[src/core/strap_cfg_pkg.sv]
// Constants and types for strap configuration and reference selection
package strap_cfg_pkg;

    // ********************************
    // Timing
    // ********************************
    localparam int CLOCK_PERIOD_NS = 8;
    localparam int STEP_SETTLE_NS  = 100;
    localparam int SETTLE_CYC      = (STEP_SETTLE_NS + CLOCK_PERIOD_NS - 1) / CLOCK_PERIOD_NS;
    localparam logic [4:0] SETTLE_LAST = 5'(SETTLE_CYC - 1);

    // ********************************
    // Probe sequence
    // ********************************
    localparam int         PROBE_STEPS = 3;
    localparam logic [1:0] STEP_FIRST  = 2'h0;
    localparam logic [1:0] STEP_LAST   = 2'(PROBE_STEPS - 1);
    // Config output drive per step, bit k = config output k (bit 3 is the alarm pin)
    localparam logic [3:0] DRIVE_STEP0 = 4'h9;
    localparam logic [3:0] DRIVE_STEP1 = 4'hA;
    localparam logic [3:0] DRIVE_STEP2 = 4'h4;
    localparam logic [3:0] DRIVE_IDLE  = 4'h0;

    // Sampled strap patterns, bit s = level seen at step s
    localparam logic [2:0] PAT_LOW  = 3'h0;
    localparam logic [2:0] PAT_HIGH = 3'h7;
    localparam logic [2:0] PAT_OUT0 = 3'h1;
    localparam logic [2:0] PAT_OUT1 = 3'h2;
    localparam logic [2:0] PAT_OUT2 = 3'h4;
    localparam logic [2:0] PAT_CLOCK_OUTPUT_C = 3'h3;

    // ********************************
    // Strap classes
    // ********************************
    localparam logic [2:0] CLS_GROUND = 3'h0;
    localparam logic [2:0] CLS_SUPPLY = 3'h1;
    localparam logic [2:0] CLS_OUT0   = 3'h2;
    localparam logic [2:0] CLS_OUT1   = 3'h3;
    localparam logic [2:0] CLS_OUT2   = 3'h4;
    localparam logic [2:0] CLS_CLOCK_OUTPUT_C   = 3'h5;
    localparam logic [5:0] NUM_CLASSES = 6'h6;

    // ********************************
    // Joint decode fields of the strap pair index
    // ********************************
    localparam int DIV_SEL_LSB  = 0;
    localparam int DIV_SEL_MSB  = 2;
    localparam int LOCK_DIS_BIT = 3;
    localparam int PAD_ECL_BIT  = 4;

    // ********************************
    // Reset values of the latched configuration
    // ********************************
    localparam logic [3:0] ODD_DIV_RESET = 4'h1;

    typedef enum logic [0:0] {CFG_PROBE, CFG_DONE} cfg_state_e;

endpackage : strap_cfg_pkg

[src/core/strap_config_and_ref_select.sv]
// Strap probing, configuration latch and reference selection
//
// Overview of operation
// - After reset each of the two straps is classed as ground, supply or tied to one of four config outputs.
// - The strap pair jointly picks an odd output divider of 1 to 15 for all four clock outputs.
// - The strap pair also enables or disables the lock indicator.
// - The strap pair also picks CML or ECL pads for clock outputs c and d.
// - In manual mode the high select level picks reference b and the low level picks reference a.
// - A high auto select level puts the device into automatic reference switching, whatever the manual select level.
// - With the lock indicator disabled by strap the lock output stays low.
// - Once the configuration is latched, the alarm output is high while the selected reference has failed and low otherwise.
`timescale 1ns/100ps
module strap_config_and_ref_select
    import strap_cfg_pkg::*;
(
    input  wire logic       clock,               // 125 MHz system clock
    input  wire logic       rstn,                // Power-on reset, active low
    input  wire logic       strap_input_g,       // Strap pin g
    input  wire logic       strap_input_h,       // Strap pin h
    input  wire logic       manual_ref_select,   // High picks ref b in manual mode
    input  wire logic       auto_select,         // High requests automatic switching
    input  wire logic       ref_a_failed,        // Activity monitor, ref a failed
    input  wire logic       ref_b_failed,        // Activity monitor, ref b failed
    input  wire logic       lock_raw,            // Raw lock detector level
    output logic [2:0]      config_out,          // Config outputs 0..2
    output logic            selected_ref_alarm,  // Alarm, doubles as config output 3
    output logic            lock_indicator,      // Gated lock indicator
    output logic            config_valid,        // Configuration latched
    output logic [3:0]      odd_divider,         // Odd divider value 1..15
    output logic            lock_enable,         // Lock indicator enabled
    output logic            pad_mode_ecl,        // Outputs c and d: 1 ECL, 0 CML
    output logic            auto_mode,           // Automatic switching active
    output logic            ref_select_b         // Selected reference: 1 b, 0 a
);

    // ********************************
    // Functions
    // ********************************
    function automatic logic [3:0] drive_for_step(input logic [1:0] step);
        logic [3:0] d;
        d = DRIVE_IDLE;
        case (step)
            2'h0:    d = DRIVE_STEP0;
            2'h1:    d = DRIVE_STEP1;
            2'h2:    d = DRIVE_STEP2;
            default: d = DRIVE_IDLE;
        endcase
        return d;
    endfunction : drive_for_step

    function automatic logic [2:0] classify(input logic [2:0] pat);
        logic [2:0] c;
        c = CLS_GROUND;
        if (pat == PAT_HIGH)      c = CLS_SUPPLY;
        else if (pat == PAT_OUT0) c = CLS_OUT0;
        else if (pat == PAT_OUT1) c = CLS_OUT1;
        else if (pat == PAT_OUT2) c = CLS_OUT2;
        else if (pat == PAT_CLOCK_OUTPUT_C) c = CLS_CLOCK_OUTPUT_C;
        else                      c = CLS_GROUND;  // Odd patterns treated as ground
        return c;
    endfunction : classify

    // ********************************
    // Input synchronisers
    // ********************************
    logic [6:0] sync1_reg;
    logic [6:0] sync2_reg;
    logic [6:0] pins_in;
    assign pins_in = {lock_raw, ref_b_failed, ref_a_failed, auto_select,
                      manual_ref_select, strap_input_h, strap_input_g};

    always_ff @(posedge clock) begin
        if (!rstn) begin
            sync1_reg <= 7'h00;
            sync2_reg <= 7'h00;
        end else begin
            sync1_reg <= pins_in;
            sync2_reg <= sync1_reg;
        end
    end

    wire g_s      = sync2_reg[0];
    wire h_s      = sync2_reg[1];
    wire man_s    = sync2_reg[2];
    wire auto_s   = sync2_reg[3];
    wire a_fail_s = sync2_reg[4];
    wire b_fail_s = sync2_reg[5];
    wire lock_s   = sync2_reg[6];

    // ********************************
    // Strap probing
    // ********************************
    cfg_state_e  state_reg, state_next;
    logic [4:0]  settle_reg, settle_next;
    logic [1:0]  step_reg, step_next;
    logic [2:0]  g_bits_reg, g_bits_next;
    logic [2:0]  h_bits_reg, h_bits_next;
    logic [3:0]  drive_reg, drive_next;

    wire probing   = (state_reg == CFG_PROBE);
    wire sample_now = probing && (settle_reg == SETTLE_LAST);
    wire last_step  = (step_reg == STEP_LAST);
    wire finish     = sample_now && last_step;

    // Settle covers the sync delay plus board slew before each sample
    always_comb begin
        state_next  = state_reg;
        settle_next = settle_reg;
        step_next   = step_reg;
        g_bits_next = g_bits_reg;
        h_bits_next = h_bits_reg;
        drive_next  = drive_reg;
        case (state_reg)
            CFG_PROBE: begin
                settle_next = settle_reg + 5'h01;
                if (sample_now) begin
                    settle_next           = 5'h00;
                    g_bits_next[step_reg] = g_s;
                    h_bits_next[step_reg] = h_s;
                    if (last_step) begin
                        state_next = CFG_DONE;
                        drive_next = DRIVE_IDLE;
                    end else begin
                        step_next  = step_reg + 2'h1;
                        drive_next = drive_for_step(step_reg + 2'h1);
                    end
                end
            end
            default: begin
                state_next = CFG_DONE;
            end
        endcase
    end

    // Release of reset restarts probing from the first step
    always_ff @(posedge clock) begin
        if (!rstn) begin
            state_reg  <= CFG_PROBE;
            settle_reg <= 5'h00;
            step_reg   <= STEP_FIRST;
            g_bits_reg <= PAT_LOW;
            h_bits_reg <= PAT_LOW;
            drive_reg  <= DRIVE_STEP0;
        end else begin
            state_reg  <= state_next;
            settle_reg <= settle_next;
            step_reg   <= step_next;
            g_bits_reg <= g_bits_next;
            h_bits_reg <= h_bits_next;
            drive_reg  <= drive_next;
        end
    end

    // ********************************
    // Joint decode and latch
    // ********************************
    logic [2:0] g_cls, h_cls;
    logic [5:0] pair_index;
    logic [2:0] div_sel;
    assign g_cls      = classify(g_bits_next);
    assign h_cls      = classify(h_bits_next);
    assign pair_index = 6'(g_cls) * NUM_CLASSES + 6'(h_cls);
    assign div_sel    = pair_index[DIV_SEL_MSB:DIV_SEL_LSB];

    logic [3:0] odd_div_reg;
    logic       lock_en_reg;
    logic       pad_ecl_reg;
    logic       valid_reg;

    always_ff @(posedge clock) begin
        if (!rstn) begin
            odd_div_reg <= ODD_DIV_RESET;
            lock_en_reg <= 1'b0;
            pad_ecl_reg <= 1'b0;
            valid_reg   <= 1'b0;
        end else if (finish) begin
            odd_div_reg <= {div_sel, 1'b1};
            lock_en_reg <= ~pair_index[LOCK_DIS_BIT];
            pad_ecl_reg <= pair_index[PAD_ECL_BIT];
            valid_reg   <= 1'b1;
        end
    end

    // ********************************
    // Reference selection
    // ********************************
    logic sel_b_reg, sel_b_next;
    logic auto_reg;
    logic alarm_reg, alarm_next;
    logic lock_reg;

    wire  sel_fail = sel_b_reg ? b_fail_s : a_fail_s;
    wire  alt_fail = sel_b_reg ? a_fail_s : b_fail_s;

    // Auto mode keeps the current reference until it fails and the other is good
    always_comb begin
        sel_b_next = sel_b_reg;
        if (!auto_s)
            sel_b_next = man_s;
        else if (sel_fail && !alt_fail)
            sel_b_next = ~sel_b_reg;
    end

    // Alarm pin carries the probe pattern until the configuration is latched
    assign alarm_next = probing ? drive_next[3] : (sel_b_next ? b_fail_s : a_fail_s);

    always_ff @(posedge clock) begin
        if (!rstn) begin
            sel_b_reg <= 1'b0;
            auto_reg  <= 1'b0;
            alarm_reg <= DRIVE_STEP0[3];
            lock_reg  <= 1'b0;
        end else begin
            sel_b_reg <= sel_b_next;
            auto_reg  <= auto_s;
            alarm_reg <= alarm_next;
            lock_reg  <= lock_s && lock_en_reg && valid_reg;
        end
    end

    // ********************************
    // Outputs
    // ********************************
    assign config_out         = drive_reg[2:0];
    assign selected_ref_alarm = alarm_reg;
    assign lock_indicator     = lock_reg;
    assign config_valid       = valid_reg;
    assign odd_divider        = odd_div_reg;
    assign lock_enable        = lock_en_reg;
    assign pad_mode_ecl       = pad_ecl_reg;
    assign auto_mode          = auto_reg;
    assign ref_select_b       = sel_b_reg;

    // ********************************
    // Assertions
    // ********************************
    property p_probe_drive;
        @(posedge clock) disable iff (!rstn)
        (probing && step_reg == STEP_FIRST) |-> (drive_reg == DRIVE_STEP0);
    endproperty
    a_probe_drive: assert property (p_probe_drive) else $error("probe drive wrong at step 0");

    property p_odd_div;
        @(posedge clock) disable iff (!rstn)
        valid_reg |-> odd_div_reg[0];
    endproperty
    a_odd_div: assert property (p_odd_div) else $error("divider not odd");

    property p_lock_en_decode;
        @(posedge clock) disable iff (!rstn)
        finish |=> (lock_en_reg == ~$past(pair_index[LOCK_DIS_BIT]));
    endproperty
    a_lock_en_decode: assert property (p_lock_en_decode) else $error("lock enable decode wrong");

    property p_pad_decode;
        @(posedge clock) disable iff (!rstn)
        finish |=> (pad_ecl_reg == $past(pair_index[PAD_ECL_BIT]));
    endproperty
    a_pad_decode: assert property (p_pad_decode) else $error("pad mode decode wrong");

    property p_manual_sel;
        @(posedge clock) disable iff (!rstn)
        (!auto_s) |=> (sel_b_reg == $past(man_s));
    endproperty
    a_manual_sel: assert property (p_manual_sel) else $error("manual select not followed");

    property p_auto_switch;
        @(posedge clock) disable iff (!rstn)
        (auto_s && sel_fail && !alt_fail) |=> (sel_b_reg != $past(sel_b_reg));
    endproperty
    a_auto_switch: assert property (p_auto_switch) else $error("auto switch did not occur");

    property p_lock_low;
        @(posedge clock) disable iff (!rstn)
        (valid_reg && !lock_en_reg) ##1 (valid_reg && !lock_en_reg) |-> !lock_indicator;
    endproperty
    a_lock_low: assert property (p_lock_low) else $error("lock output high while disabled");

    property p_alarm;
        @(posedge clock) disable iff (!rstn)
        (!probing) |=> (selected_ref_alarm == (sel_b_reg ? $past(b_fail_s) : $past(a_fail_s)));
    endproperty
    a_alarm: assert property (p_alarm) else $error("alarm does not follow selected reference");

    property p_cfg_hold;
        @(posedge clock) disable iff (!rstn)
        (valid_reg && $past(valid_reg)) |-> ($stable(odd_div_reg) && $stable(lock_en_reg) && $stable(pad_ecl_reg));
    endproperty
    a_cfg_hold: assert property (p_cfg_hold) else $error("latched configuration changed");

endmodule : strap_config_and_ref_select

[config.mk]
export PLATFORM = sky130hd
export DESIGN_NAME = strap_config_and_ref_select
export DESIGN_NICKNAME = d
export VERILOG_FILES = /design/src/core/strap_cfg_pkg.sv /design/src/core/strap_config_and_ref_select.sv
export SDC_FILE = /design/constraint.sdc
export NUM_CORES = 1
export LEC_CHECK = 0
export BUFFER_PORTS_ARGS = -buffer_cell sky130_fd_sc_hd__buf_2
export CORE_MARGIN = 2
export CORE_UTILIZATION = 57
export CTS_CLUSTER_SIZE = 20
export DETAILED_ROUTE_END_ITERATION = 8
export PLACE_DENSITY = 0.78
export SLEW_MARGIN = 10
export SYNTH_ARGS = -nofsm -noshare
export SYNTH_HDL_FRONTEND = slang
export SYNTH_SLANG_ARGS = --single-unit
[constraint.sdc]
create_clock -name clock -period 3.38 [get_ports clock]
set_input_delay 0.676 -clock clock [delete_from_list [all_inputs] [get_ports clock]]
set_output_delay 0.676 -clock clock [all_outputs]
set_load 0.02 [all_outputs]
Word level (Yosys, flattened, before mapping)
Cells that the tools add are included. W data, S select, Z words.

Register bits: 42. Input port bits: 9. Output and inout port bits: 14. Word-level logic and storage cells: 83.

Add/subtract/negate cells: 3. Multipliers: 1. Magnitude comparators: 2. Equal/unequal tests: 14. Mux-type cells: 32. Bitwise logic cells: 4. Reduce and logical (&&, ||, !) cells: 10.

Operators by type and width (count): $mux W3 (14); $eq A3 B2 Y1 const B (4); $eq A3 B3 Y1 const B (4); $mux W4 (3); $pmux W4 S3 (1); $mux W1 (10); $bwmux W3 (2); $eq A3 B1 Y1 const B (2); $logic_and A1 B1 Y1 (6); $add A5 B1 Y5 const B (1); $add A5 B3 Y5 (1); $eq A5 B4 Y1 const B (1); $mux W5 (1); $eq A2 B2 Y1 const B (2); $mul A3 B2 Y4 const B (1); $not A1 Y1 (4); $lt A2 B3 Y1 const B (1); $reduce_and A3 Y1 (1); $add A2 B1 Y2 const B (1); $demux W1 S2 (1); $eq A2 B1 Y1 const B (1); $ge A2 B1 Y1 const B (1); $logic_not A2 Y1 (1); $reduce_and A2 Y1 (1); $logic_not A1 Y1 (1).

Depth between registers and ports, before layout
Depth after elaboration: 16. Mapped depth: 13. Mapped depth without buffers: 13.

Worst setup path before layout
OpenSTA, ideal clock, no wires.

Path kind: register -> register. From: register settle_reg[0]. To: register pad_ecl_reg, in the netlist pad_mode_ecl. Setup time: 122 ps. Data arrival time: 2557 ps. Data required time: 3258 ps. Path slack: 701 ps. Cell stages (with the launch flop): 13. Buffers on the path: 0. Clock period less this slack: 2679 ps. Cell sequence: dfxtp_1 -> inv_1 -> ha_1 -> nand4_4 -> mux2i_4 -> xor2_1 -> and2_1 -> ha_1 -> fa_1 -> nand2_1 -> xnor2_1 -> xnor2_1 -> o21ai_0.

Longest elaborated chain between the ends: 12. Elaborated cells on any way between the ends: 29. Classes of those cells: add/sub: 1; mul: 1; eq/ne: 11; mux: 14; reduce/logical: 2.

Ends and longest elaborated chain: start: declaration (RTL line strap_config_and_ref_select.sv:94) `logic [4:0] settle_reg, settle_next;`; start signal: assignment (RTL line strap_config_and_ref_select.sv:146) `settle_reg <= settle_next;`; $eq A5 B4 Y1 * (RTL line strap_config_and_ref_select.sv:101) `wire sample_now = probing && (settle_reg == SETTLE_LAST);`; $logic_and A1 B1 Y1 * (RTL line strap_config_and_ref_select.sv:101); $mux W3 (RTL line strap_config_and_ref_select.sv:116) `if (sample_now) begin`; $mux W3 (RTL line strap_config_and_ref_select.sv:113) `case (state_reg)`; $eq A3 B2 Y1 (RTL line strap_config_and_ref_select.sv:58) `else if (pat == PAT_CLOCK_OUTPUT_C) c = CLS_CLOCK_OUTPUT_C;`; $mux W3 (RTL line strap_config_and_ref_select.sv:58); $mux W3 (RTL line strap_config_and_ref_select.sv:57) `else if (pat == PAT_OUT2) c = CLS_OUT2;`; $mux W3 (RTL line strap_config_and_ref_select.sv:56) `else if (pat == PAT_OUT1) c = CLS_OUT1;`; $mux W3 (RTL line strap_config_and_ref_select.sv:55) `else if (pat == PAT_OUT0) c = CLS_OUT0;`; $mux W3 (RTL line strap_config_and_ref_select.sv:54) `if (pat == PAT_HIGH) c = CLS_SUPPLY;`; $mul A3 B2 Y4 (RTL line strap_config_and_ref_select.sv:162) `assign pair_index = 6'(g_cls) * NUM_CLASSES + 6'(h_cls);`; $add A5 B3 Y5 (RTL line strap_config_and_ref_select.sv:162); end signal: assignment (RTL line strap_config_and_ref_select.sv:179) `pad_ecl_reg <= pair_index[PAD_ECL_BIT];`; end: declaration (RTL line strap_config_and_ref_select.sv:167) `logic pad_ecl_reg;`.

Mark *: on every way between the ends. The rest lies on a longest branch, timed or not. A chain may end at the register's enable or synchronous reset.

Worst setup path in the final report
From: register settle_reg[0]. To: register lock_en_reg, in the netlist lock_enable.

Longest elaborated chain between the ends: 13. Elaborated cells on any way between the ends: 30. Classes of those cells: add/sub: 1; mul: 1; eq/ne: 11; mux: 14; bitwise: 1; reduce/logical: 2.

Ends and longest elaborated chain: $eq A5 B4 Y1 * (RTL line strap_config_and_ref_select.sv:101); $logic_and A1 B1 Y1 * (RTL line strap_config_and_ref_select.sv:101); $mux W3 (RTL line strap_config_and_ref_select.sv:116); $mux W3 (RTL line strap_config_and_ref_select.sv:113); $eq A3 B2 Y1 (RTL line strap_config_and_ref_select.sv:58); $mux W3 (RTL line strap_config_and_ref_select.sv:58); $mux W3 (RTL line strap_config_and_ref_select.sv:57); $mux W3 (RTL line strap_config_and_ref_select.sv:56); $mux W3 (RTL line strap_config_and_ref_select.sv:55); $mux W3 (RTL line strap_config_and_ref_select.sv:54); $mul A3 B2 Y4 (RTL line strap_config_and_ref_select.sv:162); $add A5 B3 Y5 (RTL line strap_config_and_ref_select.sv:162); $not A1 Y1 (RTL line strap_config_and_ref_select.sv:178) `lock_en_reg <= ~pair_index[LOCK_DIS_BIT];`; end signal: assignment (RTL line strap_config_and_ref_select.sv:178); end: declaration (RTL line strap_config_and_ref_select.sv:166) `logic lock_en_reg;`.

Marks and branches as above.

==> reports/metrics.cfg <==
[yosys]
synth_warnings=0
synth-adder-area-share_pct=9.275
synth_compound_area_share_pct=7.838
synth_top_family_by_area=simple AND/OR/NAND/NOR gates
syn_area_sq_mm=0.001916
ys_ff_latch=42
synthTopCellsByArea=dfxtp_1 44%, ha_1 7.2%, and2_1 6.2%, mux2i_1 3.1%, nand2_1 3.1%
synth_seq_area_share_pct=43.89
synth-main-ff-cell=dfxtp_1
async_flop_share_pct=0
synth-edff-count=0
yosys.area_share.simple_pct=22.21
yosysTopAreaCell=dfxtp_1
synth_top_cell_area_share_pct=43.89
netlist-cell-type-count=44
synth_nets=207
syn_inst=185
syn_avg_cell_area_sq_um=10.35
synthXorXnorAreaFrac_pct=4.572
synth_mux_area_share_pct=6.924

[critical_path]
setup.worst_path.end_class=register
cp-start-kind=register
cp_max_fo=4
cp.arrival_ns=3.19
r2r_cells=12
crit_type=reg -> reg
crit_required_ns=3.63
r2r_slack_ns=0.45
r2r-end=lock_enable
regToRegStartpoint=settle_reg[0]

[global_route]
antenna_found_initial=0
groute.usage.overall_pct=18.29
grt_pass1_vias=1164
grt_pass1_wl_mm=5.071
overflow=0
grt_max_degree=42

[timing]
slew_headroom_pct=62.29
grt_setup_unrepaired=no
setup_tns_ns=0
fin_worst_skew_ns=0.01024
fin_crit_sh_pct=86.72
finalSetupViolations=0
fmax_mhz=341.2
post-route-min-period_ns=2.931
max_slew.worst_pin.slew_ns=0.5657
drv_slew=0
finalHoldViolCount=0
hold_slack_ns=0.4503

[die]
ios=23
rows=21
design.die.area_sq_mm=0.003840
dieHeight_um=61.97
core_area_sq_mm=0.003284
die_width_um=61.97
initial_core_util_pct=58.32

[worst_hold_path]
min_from=sync1_reg[6]
hold_end=sync2_reg[6]
min_path_type=reg -> reg
hold_depth=1

[run]
max_cap_violations=0

[clock_tree]
postCtsSetupBuffers=0
tritoncts=done
numCtsBuffers=5
clock_latency_ns=0.35
htree_levels=2
cts_resized=0
clock-root-buffer=clkbuf_4
cts_hold_buffers=0
numClockSinks=42
clk_path_buf_depth=2
path_clk_slew_ns=0.12

[detailed_routing]
wl_mm=3.177
drtIter0Drc=57
vias=1281
vias_per_cell=5.104
route.detailed.drc=0
ant_nets=0
first_pass_iters=4
wl_per_cell_um=12.66

[power_and_ir_drop]
power.density_mw_per_mm2=453.5
report.power.total_uw=965.6
p_leak_uw=0.0009509
ir_drop_mv=0.3123

[placed_design]
numPortBuffers=21
gp_congestion=0.8026
dp_hpwl_mm=2.206

[layout]
fillers=271
layout.nets=226
n_antenna_cell=0
drive_above_1_share_pct=20.49
area_delta_synth_final_pct=11.17

[status]
status=completed

-- synthesized netlist by cell type (all sizes together) (5+ instances only) --
master,count
ha,11
dfxtp,42
xor2,5
mux2i,10
xnor2,5
and2,20
nor2,12
o21ai,5
nand2,16
buf,5
nor2b,8
inv,10
-- worst max path at each step --
stage / to / from / slack (ns) / cells after the start
after floorplan: pad_mode_ecl / settle_reg[0] / 0.70 / 12
after global placement: lock_enable / settle_reg[0] / 0.63 / 12
after detailed placement: pad_mode_ecl / settle_reg[0] / 0.50 / 13
after CTS: pad_mode_ecl / step_reg[0] / 0.43 / 13
after global routing: pad_mode_ecl / step_reg[0] / 0.24 / 13
final: lock_enable / settle_reg[0] / 0.45 / 12
-- final cells by class --
| cell class | count | area (sq um) | share of cell area [%] |
|---|---|---|---|
| timing repair buffer | 21 | 105.1 | 4.935 |
| tap | 46 | 57.56 | 2.703 |
| sequential | 42 | 840.8 | 39.48 |
| inverter | 10 | 37.54 | 1.763 |
| multi-input combinational | 124 | 977.2 | 45.89 |
| clock inverter | 2 | 60.06 | 2.820 |
| clock buffer | 6 | 51.30 | 2.409 |
-- power breakdown --
group / total (uW) / switching (uW) / leakage (uW) / internal [uW]
sequential: 515 / 8.10 / 0.000342 / 507
combinational: 36.0 / 19.6 / 0.000550 / 16.4
clock: 415 / 164 / 0.0000585 / 250
-- worst max-delay path: stages (launching register included) --
cell	delay, ns
dfxtp_1	0.42
inv_1	0.06
ha_1	0.30
nand4_2	0.18
mux2i_2	0.32
nor2b_2	0.23
nor2_1	0.08
ha_1	0.33
inv_1	0.06
fa_1	0.42
xnor2_1	0.21
nand2_1	0.09
o211a_1	0.13
-- placed cells by master, fill, tap and decap left out, types with 2 or more instances in the layout --
cell type / netlist / routed
dfxtp_1: 42 / 42
buf_2: 0 / 21
and2_1: 19 / 19
nand2_1: 16 / 16
ha_1: 11 / 11
inv_1: 10 / 10
nor2_1: 9 / 9
nor2b_1: 7 / 7
mux2i_1: 6 / 6
xor2_1: 5 / 5
xnor2_1: 5 / 5
o21ai_0: 5 / 5
clkbuf_4: 0 / 5
and2b_1: 3 / 3
nand4_4: 2 / 2
mux2i_4: 2 / 2
mux2i_2: 2 / 2
a21oi_1: 2 / 2
nor2_2: 2 / 2
o211a_1: 2 / 2
a31oi_1: 2 / 2
a21boi_1: 2 / 2
fa_1: 2 / 2
bufinv_16: 0 / 2
-- cell families after synthesis --
logic type                 Yosys count
AOI/OAI and AO/OA                   21
buffers and inverters               19
xor gates and xnor gates            10
other                                1
and+or+nand+nor                     69
DFF                                 42
muxes                               10
adders and majority gates           13
-- layer usage --
layer | vias up | GRT usage [%] | wire (um) | share of wire [%]
li1 | 638 | - | - | -
met3 | 5 | 6.418 | 132 | 4.2
met1 | 613 | 21.41 | 1475 | 46
met2 | 25 | 30.80 | 1530 | 48
met4 | 0 | 6.687 | 39 | 1.2
met5 | - | 0 | 0 | 0
-- metrics by stage --
step	area [sq um]	setup slack [ns]	std cells	utilization (%)
final	2130	0.4490	251	64.84
after global routing	2130	0.2422	251	64.84
after CTS	2130	0.4344	251	64.84
after detailed placement	2018	0.5030	243	61.45
after global placement	2018	0.6254	243	61.45
after floorplan	1916	0.7008	185	-
(Power assumes the default switching activity.)
